$ cat config.mk
export PLATFORM = sky130hd
export DESIGN_NAME = csfc_checksum_unit_flat
export DESIGN_NICKNAME = d
export VERILOG_FILES = /design/src/csfc_pkg.sv /design/src/csfc_link_if.sv /design/src/csfc_fifo2.sv /design/src/csfc_checksum_unit.sv /design/src/flat_wrapper.sv
export VERILOG_INCLUDE_DIRS = /design/src
export SDC_FILE = /design/constraint.sdc
export NUM_CORES = 1
export LEC_CHECK = 0
export BUFFER_PORTS_ARGS = -buffer_cell sky130_fd_sc_hd__buf_2
export CAP_MARGIN = 20
export CORE_UTILIZATION = 57
export DETAILED_ROUTE_END_ITERATION = 16
export HOLD_SLACK_MARGIN = 0.03
export MAX_ROUTING_LAYER = met4
export PLACE_DENSITY = 0.87
export SLEW_MARGIN = 40
export SYNTH_ARGS = -nofsm -noshare
export SYNTH_HDL_FRONTEND = slang
export SYNTH_SLANG_ARGS = --single-unit
$ cat constraint.sdc
create_clock -name clk -period 3.26 [get_ports clk]
set_input_delay 0.652 -clock clk [delete_from_list [all_inputs] [get_ports clk]]
set_output_delay 0.652 -clock clk [all_outputs]
set_load 0.03 [all_outputs]
$ cat src/csfc_defines.svh
// constants for the checksum unit and its processor-side controller
`ifndef CSFC_DEFINES_SVH
`define CSFC_DEFINES_SVH
`define CSFC_POLY 16'h1021
`define CSFC_SEED_ONES 16'hffff
`define CSFC_SEED_ZERO 16'h0000
`define CSFC_BLOCK_SHIFT 8
`define CSFC_BITS_PER_BYTE 4'h8
// device register addresses
`define CSFC_ADDR_AUTO 8'hc9
`define CSFC_ADDR_DATA_IN 8'hca
`define CSFC_ADDR_RESULT 8'hcb
`define CSFC_ADDR_FLIP 8'hcc
`define CSFC_ADDR_START 8'hcd
`define CSFC_ADDR_CTRL 8'hce
// control and auto-config field positions
`define CSFC_CTRL_INIT 3
`define CSFC_CTRL_SEED 2
`define CSFC_CTRL_PTR 0
`define CSFC_AUTO_EN 7
`define CSFC_CNT_W 6
// controller software register addresses
`define CSFC_SW_TADDR 4'h0
`define CSFC_SW_TDATA 4'h1
`define CSFC_SW_CMD 4'h2
`define CSFC_SW_STATUS 4'h3
`define CSFC_SW_RDATA 4'h4
`define CSFC_SW_MEM_PAGE 4'h5
`define CSFC_SW_MEM_DATA 4'h6
`define CSFC_CMD_WR 0
`define CSFC_CMD_RD 1
`define CSFC_GUARD_CYCLES 2'h3
`endif

$ cat src/csfc_pkg.sv
// types and datapath functions for the checksum unit
`include "csfc_defines.svh"
package csfc_pkg;
  typedef enum logic [1:0] {
    CSFC_IDLE = 2'b00,
    CSFC_FETCH = 2'b01,
    CSFC_DRAIN = 2'b10
  } csfc_auto_st_t;

  // one shift step of the checksum
  function automatic logic [15:0] csfc_crc_step(input logic [15:0] v);
    csfc_crc_step = v[15] ? ({v[14:0], 1'b0} ^ `CSFC_POLY) : {v[14:0], 1'b0};
  endfunction : csfc_crc_step

  function automatic logic [7:0] csfc_bit_rev(input logic [7:0] b);
    for (int i = 0; i < 8; i++) begin
      csfc_bit_rev[i] = b[7 - i];
    end
  endfunction : csfc_bit_rev
endpackage : csfc_pkg

$ cat src/csfc_link_if.sv
// register and code-fetch link between processor side and checksum unit
interface csfc_link_if;
  logic [7:0] sfr_addr;
  logic [7:0] sfr_wdata;
  logic sfr_wr;
  logic sfr_rd;
  logic sfr_ack;
  logic [7:0] sfr_rdata;
  logic cpu_stall;
  logic code_rd;
  logic [15:0] code_addr;
  logic [7:0] code_rdata;

  modport dev (
    input sfr_addr, sfr_wdata, sfr_wr, sfr_rd, code_rdata,
    output sfr_ack, sfr_rdata, cpu_stall, code_rd, code_addr
  );
  modport host (
    output sfr_addr, sfr_wdata, sfr_wr, sfr_rd, code_rdata,
    input sfr_ack, sfr_rdata, cpu_stall, code_rd, code_addr
  );
endinterface : csfc_link_if

$ cat src/csfc_fifo2.sv
// small valid/ready buffer in front of the checksum engine
module csfc_fifo2 #(
  parameter int W = 8,
  parameter int DEPTH = 2
) (
  input wire logic clk, // system clock
  input wire logic reset_n, // async reset
  input wire logic ce, // clock enable
  input wire logic in_valid, // word offered
  output logic in_ready, // room for a word
  input wire logic [W-1:0] in_data, // word in
  output logic out_valid, // word available
  input wire logic out_ready, // consumer takes word
  output logic [W-1:0] out_data // word out
);
  localparam int AW = (DEPTH > 1) ? $clog2(DEPTH) : 1;
  logic [W-1:0] mem_r [DEPTH];
  logic [AW-1:0] wp_r;
  logic [AW-1:0] rp_r;
  logic [AW:0] cnt_r;
  logic push;
  logic pop;

  function automatic logic [AW-1:0] next_ptr(input logic [AW-1:0] p);
    next_ptr = (p == AW'(DEPTH - 1)) ? '0 : p + 1'b1;
  endfunction : next_ptr

  assign in_ready = (cnt_r != (AW + 1)'(DEPTH));
  assign out_valid = (cnt_r != '0);
  assign out_data = mem_r[rp_r];
  assign push = in_valid && in_ready;
  assign pop = out_valid && out_ready;

  always_ff @(posedge clk) begin
    if (ce && push) begin
      mem_r[wp_r] <= in_data;
    end
  end

  always_ff @(posedge clk or negedge reset_n) begin
    if (!reset_n) begin
      wp_r <= '0;
      rp_r <= '0;
      cnt_r <= '0;
    end else if (ce) begin
      if (push) begin
        wp_r <= next_ptr(wp_r);
      end
      if (pop) begin
        rp_r <= next_ptr(rp_r);
      end
      if (push && !pop) begin
        cnt_r <= cnt_r + 1'b1;
      end else if (pop && !push) begin
        cnt_r <= cnt_r - 1'b1;
      end
    end
  end
endmodule : csfc_fifo2

$ cat src/csfc_checksum_unit.sv
// checksum unit: register set, bytewise engine, automatic code check
`include "csfc_defines.svh"
module csfc_checksum_unit
  import csfc_pkg::*;
#(
  parameter int BUF_DEPTH = 2
) (
  input wire logic clk, // system clock
  input wire logic reset_n, // async reset
  input wire logic ce, // clock enable
  csfc_link_if.dev link // processor-side link
);
  logic [15:0] crc_r;
  logic [3:0] bits_r;
  logic seed_r;
  logic ptr_r;
  logic [7:0] flip_r;
  logic [7:0] start_page_r;
  logic auto_en_r;
  logic [`CSFC_CNT_W-1:0] blocks_r;
  csfc_auto_st_t st_r;
  logic [15:0] fetch_addr_r;
  logic [`CSFC_CNT_W+8:0] remain_r;
  logic pending_r;
  logic ack_r;
  logic [7:0] rdata_r;
  logic stall_r;
  logic code_rd_r;
  logic code_take_r;

  logic req;
  logic take;
  logic can;
  logic hit_data;
  logic needs_idle;
  logic engine_idle;
  logic wr_take;
  logic rd_take;
  logic buf_in_valid;
  logic buf_in_ready;
  logic [7:0] buf_in_data;
  logic buf_out_valid;
  logic buf_out_ready;
  logic [7:0] buf_out_data;
  logic [7:0] rd_mux;

  assign req = (link.sfr_wr || link.sfr_rd) && !ack_r;
  assign hit_data = (link.sfr_addr == `CSFC_ADDR_DATA_IN);
  assign needs_idle = (link.sfr_addr == `CSFC_ADDR_CTRL) ||
                      (link.sfr_addr == `CSFC_ADDR_RESULT);
  assign engine_idle = (bits_r == '0) && !buf_out_valid;

  // refuse accesses while code check runs; control and result accesses also wait for an idle engine, data writes for buffer room
  always_comb begin
    can = 1'b0;
    if (st_r == CSFC_IDLE) begin
      if (link.sfr_wr && hit_data) begin
        can = buf_in_ready;
      end else if (needs_idle) begin
        can = engine_idle;
      end else begin
        can = 1'b1;
      end
    end
  end

  assign take = req && can;
  assign wr_take = take && link.sfr_wr;
  assign rd_take = take && link.sfr_rd && !link.sfr_wr;

  // software bytes and fetched code bytes share one path
  // fetched byte arrives one cycle after the fetch pulse
  assign buf_in_valid = (wr_take && hit_data) || code_take_r;
  assign buf_in_data = code_take_r ? link.code_rdata : link.sfr_wdata;
  assign buf_out_ready = (bits_r == '0);

  csfc_fifo2 #(
    .W(8),
    .DEPTH(BUF_DEPTH)
  ) u_buf (
    .clk(clk),
    .reset_n(reset_n),
    .ce(ce),
    .in_valid(buf_in_valid),
    .in_ready(buf_in_ready),
    .in_data(buf_in_data),
    .out_valid(buf_out_valid),
    .out_ready(buf_out_ready),
    .out_data(buf_out_data)
  );

  // engine: merge byte and do first step, then seven more
  always_ff @(posedge clk or negedge reset_n) begin
    if (!reset_n) begin
      crc_r <= `CSFC_SEED_ZERO;
      bits_r <= '0;
    end else if (ce) begin
      if (wr_take && link.sfr_addr == `CSFC_ADDR_CTRL && link.sfr_wdata[`CSFC_CTRL_INIT]) begin
        crc_r <= link.sfr_wdata[`CSFC_CTRL_SEED] ? `CSFC_SEED_ONES : `CSFC_SEED_ZERO;
      end else if (bits_r != '0) begin
        crc_r <= csfc_crc_step(crc_r);
        bits_r <= bits_r - 1'b1;
      end else if (buf_out_valid) begin
        crc_r <= csfc_crc_step(crc_r ^ {buf_out_data, 8'h00});
        bits_r <= `CSFC_BITS_PER_BYTE - 1'b1;
      end
    end
  end

  // control, pointer and configuration fields
  always_ff @(posedge clk or negedge reset_n) begin
    if (!reset_n) begin
      seed_r <= 1'b0;
      ptr_r <= 1'b0;
      flip_r <= 8'h00;
      start_page_r <= 8'h00;
      auto_en_r <= 1'b0;
      blocks_r <= '0;
    end else if (ce) begin
      if (wr_take) begin
        case (link.sfr_addr)
          `CSFC_ADDR_CTRL: begin
            seed_r <= link.sfr_wdata[`CSFC_CTRL_SEED];
            ptr_r <= link.sfr_wdata[`CSFC_CTRL_PTR];
          end
          `CSFC_ADDR_FLIP: flip_r <= csfc_bit_rev(link.sfr_wdata);
          `CSFC_ADDR_START: start_page_r <= link.sfr_wdata;
          `CSFC_ADDR_AUTO: begin
            auto_en_r <= link.sfr_wdata[`CSFC_AUTO_EN];
            blocks_r <= link.sfr_wdata[`CSFC_CNT_W-1:0];
          end
          default: begin
          end
        endcase
      end else if (rd_take && link.sfr_addr == `CSFC_ADDR_RESULT) begin
        ptr_r <= ~ptr_r;
      end
    end
  end

  // read data, valid only in the cycle after the access is taken
  always_comb begin
    case (link.sfr_addr)
      `CSFC_ADDR_CTRL: rd_mux = {4'h0, 1'b0, seed_r, 1'b0, ptr_r};
      `CSFC_ADDR_RESULT: rd_mux = ptr_r ? crc_r[15:8] : crc_r[7:0];
      `CSFC_ADDR_FLIP: rd_mux = flip_r;
      `CSFC_ADDR_START: rd_mux = start_page_r;
      `CSFC_ADDR_AUTO: rd_mux = {auto_en_r, 1'b0, blocks_r};
      default: rd_mux = 8'h00;
    endcase
  end

  always_ff @(posedge clk or negedge reset_n) begin
    if (!reset_n) begin
      ack_r <= 1'b0;
      rdata_r <= 8'h00;
    end else if (ce) begin
      ack_r <= take;
      rdata_r <= rd_take ? rd_mux : 8'h00;
    end
  end

  // automatic code check sequencer
  always_ff @(posedge clk or negedge reset_n) begin
    if (!reset_n) begin
      st_r <= CSFC_IDLE;
      fetch_addr_r <= 16'h0000;
      remain_r <= '0;
      pending_r <= 1'b0;
      code_rd_r <= 1'b0;
      code_take_r <= 1'b0;
      stall_r <= 1'b0;
    end else if (ce) begin
      code_rd_r <= 1'b0;
      code_take_r <= code_rd_r;
      case (st_r)
        CSFC_IDLE: begin
          if (wr_take && link.sfr_addr == `CSFC_ADDR_CTRL && auto_en_r) begin
            fetch_addr_r <= {start_page_r, 8'h00};
            remain_r <= {1'b0, blocks_r, 8'h00};
            stall_r <= 1'b1;
            st_r <= (blocks_r == '0) ? CSFC_DRAIN : CSFC_FETCH;
          end
        end
        CSFC_FETCH: begin
          if (pending_r) begin
            // room was checked at issue; hold off until the byte is pushed
            if (code_take_r) begin
              pending_r <= 1'b0;
            end
          end else if (remain_r == '0) begin
            st_r <= CSFC_DRAIN;
          end else if (buf_in_ready) begin
            code_rd_r <= 1'b1;
            pending_r <= 1'b1;
            fetch_addr_r <= fetch_addr_r + 16'h0001;
            remain_r <= remain_r - 1'b1;
          end
        end
        CSFC_DRAIN: begin
          if (engine_idle) begin
            stall_r <= 1'b0;
            st_r <= CSFC_IDLE;
          end
        end
        default: begin
          st_r <= CSFC_IDLE;
          stall_r <= 1'b0;
        end
      endcase
    end
  end

  // address stands one byte behind the advanced counter
  logic [15:0] code_addr_r;
  always_ff @(posedge clk or negedge reset_n) begin
    if (!reset_n) begin
      code_addr_r <= 16'h0000;
    end else if (ce && st_r == CSFC_FETCH && !pending_r && remain_r != '0 && buf_in_ready) begin
      code_addr_r <= fetch_addr_r;
    end
  end

  assign link.sfr_ack = ack_r;
  assign link.sfr_rdata = rdata_r;
  assign link.cpu_stall = stall_r;
  assign link.code_rd = code_rd_r;
  assign link.code_addr = code_addr_r;
endmodule : csfc_checksum_unit

$ cat src/flat_wrapper.sv
// flat-port wrapper written by rule: the top's interface ports become plain ports
module csfc_checksum_unit_flat import csfc_pkg::*;
#(
  parameter int BUF_DEPTH = 2
)
  (clk, reset_n, ce, link_sfr_addr, link_sfr_wdata, link_sfr_wr, link_sfr_rd, link_code_rdata, link_sfr_ack, link_sfr_rdata, link_cpu_stall, link_code_rd, link_code_addr);
  csfc_link_if link_i ();
  input wire logic clk;
  input wire logic reset_n;
  input wire logic ce;
  input wire logic [$bits(link_i.sfr_addr)-1:0] link_sfr_addr;
  input wire logic [$bits(link_i.sfr_wdata)-1:0] link_sfr_wdata;
  input wire logic [$bits(link_i.sfr_wr)-1:0] link_sfr_wr;
  input wire logic [$bits(link_i.sfr_rd)-1:0] link_sfr_rd;
  input wire logic [$bits(link_i.code_rdata)-1:0] link_code_rdata;
  output wire logic [$bits(link_i.sfr_ack)-1:0] link_sfr_ack;
  output wire logic [$bits(link_i.sfr_rdata)-1:0] link_sfr_rdata;
  output wire logic [$bits(link_i.cpu_stall)-1:0] link_cpu_stall;
  output wire logic [$bits(link_i.code_rd)-1:0] link_code_rd;
  output wire logic [$bits(link_i.code_addr)-1:0] link_code_addr;
  assign link_i.sfr_addr = link_sfr_addr;
  assign link_i.sfr_wdata = link_sfr_wdata;
  assign link_i.sfr_wr = link_sfr_wr;
  assign link_i.sfr_rd = link_sfr_rd;
  assign link_i.code_rdata = link_code_rdata;
  assign link_sfr_ack = link_i.sfr_ack;
  assign link_sfr_rdata = link_i.sfr_rdata;
  assign link_cpu_stall = link_i.cpu_stall;
  assign link_code_rd = link_i.code_rd;
  assign link_code_addr = link_i.code_addr;
  csfc_checksum_unit #(.BUF_DEPTH(BUF_DEPTH)) u_core (.clk(clk), .reset_n(reset_n), .ce(ce), .link(link_i));
endmodule
==> impl_metrics.toml <==
[sta]
fin_skew_ps = 7.01
tns_ps = 0
worst_slack_ps = 288
maxSlewHeadroom_pct = 46.8
fin_crit_sh_pct = 91.2
fmax_mhz = 336
drv_slew = 0
rsz0062_at_grt = "false"
fin_crit_ps = 2970
tightest_slew_ps = 798
final_hold_viol_count = 0
setup_viol = 0

[critical_path]
worstPathCellList = "inv_1 > ha_1 > or3b_4 > or3_1 > nor3_2 > nor4b_4 > and3_1 > a211o_1"
required_ps = 3720
worst_setup_path_end_kind = "register"
rrSetupSlack_ps = 290
cp_max_fo = 16
critPathLaunchType = "register"
cp.arrival_ps = 3430
slowest_delay_ps = 620
cp_slowest_cell = "and3_1"
worstSetupPathType = "reg -> reg"

[yosys]
synth_area_mm2 = 0.00627
yosys_warnings = 0
syn_avg_cell_area_um2 = 10.3
ys_ff_latch = 127
async_flop_share_pct = 87.4
yosysSeqAreaShare_pct = 52.0
synth_edf_count = 16
synthFlopType = "dfrtp_1"
syn-instance-count = 607
yosys.cell_types.count = 61
synthesis.nets = 640

[clock_tree]
cts_tree = "done"
ctsHtreeMaxLevel = 4
post-cts-setup-buffers = 0
clock_latency_ps = 530
cts.clk_slew.worst_paths_ps = 60
cts_root_buffer = "clkbuf_8"
cts-resized-gates = 0
clkSinkCount = 127
hold_buffers = 0
cts_buffers = 17
clk_path_buf_depth = 2

[die]
die_h_um = 107
die_w_um = 107
die_area_mm2 = 0.0114
io_pins = 56
start_util_pct = 59.6
rows = 37
core_mm2 = 0.0105

[job]
cap_violations = 0

[placed_design]
place_ws_ps = 252
portBuffers = 55
gp_routability_congestion = 0.921
dp_hpwl_um = 10800

[global_routing]
grtUsageTotal_pct = 30.8
grt_pass1_vias = 5042
grt_max_degree = 112
grt_pass1_wl_um = 25900
grt-ovfl-total = 0
grt_antenna_before_repair = 0

[route]
avgViaCountPerCell = 6.42
drc_errors = 0
wl_per_cell_um = 19.8
dr.pass1.iters = 5
routed_wl_um = 16000
drtIter0Drc = 465
antenna_left = 0
num_vias = 5175

[power]
power.leakage_nw = 3.29
max-vdd-ir-drop_mv = 0.369
p_per_area_mw_per_mm2 = 630

[finish]
multi_input_area_mm2 = 0.00283
ff_latch_area_mm2 = 0.00326
post-route-util_pct = 68.6
syn2layout_area_growth_pct = 15.0
antennaDiodeCount = 0
nets = 691
fill_cells = 727
layout-drive-gt1-share_pct = 21.6

[worst_hold_path]
hold_class = "in -> async"

[status]
status = "finished clean"
-- critical path: cells and delay by family (launching register included) --
kind / cells / cell delay [ps]
buffers and inverters: 1 / 70
adder cells (fa/ha/maj): 1 / 180
AND/OR/NAND/NOR: 5 / 2050
AO/OA/AOI/OAI: 1 / 210
flip-flops: 1 / 400
-- cell usage after synthesis, drive strengths merged, types with 10 or more instances --
cell type | instances | area, um^2
o21ai | 28 | 140
a211o | 10 | 87.6
nor2 | 43 | 171
mux2i | 16 | 160
nand3 | 17 | 85.1
mux2 | 39 | 439
edfxtp | 16 | 480
inv | 12 | 45.0
buf | 11 | 60.1
clkbuf | 22 | 82.6
nor3 | 16 | 96.4
a21oi | 45 | 229
dfrtp | 111 | 2780
xnor2 | 14 | 123
nand2 | 81 | 304
-- metal layers --
metal / share of wire, % / GRT usage, % / up-vias
met5: 0 / - / -
met4: 3.4 / 14.4 / 0
met3: 8.3 / 5.96 / 57
met2: 47 / 45.3 / 273
met1: 41 / 41.5 / 2530
li1: - / - / 2315
-- worst paths after layout --
check | from | endpoint | depth (start not counted)
hold / removal | reset_n | u_core.remain_r[5]$_DFFE_PN0P_ | 2
setup / recovery | u_core.bits_r[0]$_DFFE_PN0P_ | u_core.crc_r[11]$_DFFE_PN0P_ | 8
hold reg to reg | u_core.link.code_addr[10]$_DFFE_PN0P_ | u_core.link.code_addr[10]$_DFFE_PN0P_ | 2
setup reg to reg | u_core.bits_r[0]$_DFFE_PN0P_ | u_core.crc_r[11]$_DFFE_PN0P_ | 8
min in group clk | link_sfr_wdata[6] | u_core.start_page_r[6]$_DFFE_PN0P_ | 2
max in group asynchronous | reset_n | u_core.link.sfr_rdata[5]$_DFFE_PN0P_ | 2
-- sequential cells by signal (all words and copies together) (netlist names), 2 cells and up --
signal                 flops
u_core.crc_r              16
u_core.fetch_addr_r       16
u_core.link.code_addr     16
u_core.u_buf.mem_r        16
u_core.remain_r           15
u_core.flip_r              8
u_core.link.sfr_rdata      8
u_core.start_page_r        8
u_core.blocks_r            6
u_core.bits_r              4
u_core.st_r                2
u_core.u_buf.cnt_r         2
-- report_power, final --
group | internal [mW] | switching [mW]
Sequential | 1.80 | 0.251
Clock | 1.10 | 0.656
Combinational | 0.354 | 0.381
-- kinds of logic (layout without fill, tap and decap cells) --
logic type / after synthesis / in the layout / synth area share (%)
xor gates and xnor gates: 19 / 19 / 2.66
AOI/OAI and AO/OA: 147 / 147 / 15.5
adders and majority gates: 4 / 4 / 0.799
muxes: 55 / 55 / 9.56
DFF: 127 / 127 / 52.0
and+or+nand+nor: 210 / 210 / 16.5
buffers and inverters: 45 / 108 / 2.99
-- cells in the final DEF, fill, tap and decap left out, types with 6 or more instances in the layout --
cell type	synthesis	layout
dfrtp_1	111	111
a221o_1	8	8
mux2_2	39	39
clkbuf_16	0	16
nand2_1	81	81
o21ai_0	28	28
edfxtp_1	16	16
mux2i_1	16	16
a21oi_1	44	44
a211o_1	10	10
buf_4	1	10
a22oi_1	7	7
a31oi_1	9	9
nand3_1	17	17
inv_1	12	12
and3_1	6	6
o22ai_1	6	6
buf_2	6	54
xnor2_1	14	14
clkbuf_1	22	6
nor2_1	41	41
nand2b_1	8	8
o2bb2ai_1	8	8
nor3_1	14	14
-- metrics by stage --
stage / hold WS (ps) / std cells / instance area (um^2) / power (mW)
3_5_place_dp: 459 / 775 / 6660 / 2.78
5_1_grt: 236 / 806 / 7210 / 4.72
6_report: 203 / 806 / 7210 / 4.54
2_1_floorplan: 356 / 607 / 6270 / 2.54
4_1_cts: 231 / 806 / 7200 / 4.54
3_3_place_gp: 454 / 775 / 6660 / 2.72
-- final cells by class --
type	count	share of cell area, %
clock buffers	24	6.25
clock inverters	7	1.23
inverters	12	0.625
multi-input cells	435	39.3
flip-flops and latches	127	45.2
well taps	136	2.36
repair buffers	65	5.07
No activity file was read; power rests on OpenSTA's default activity.
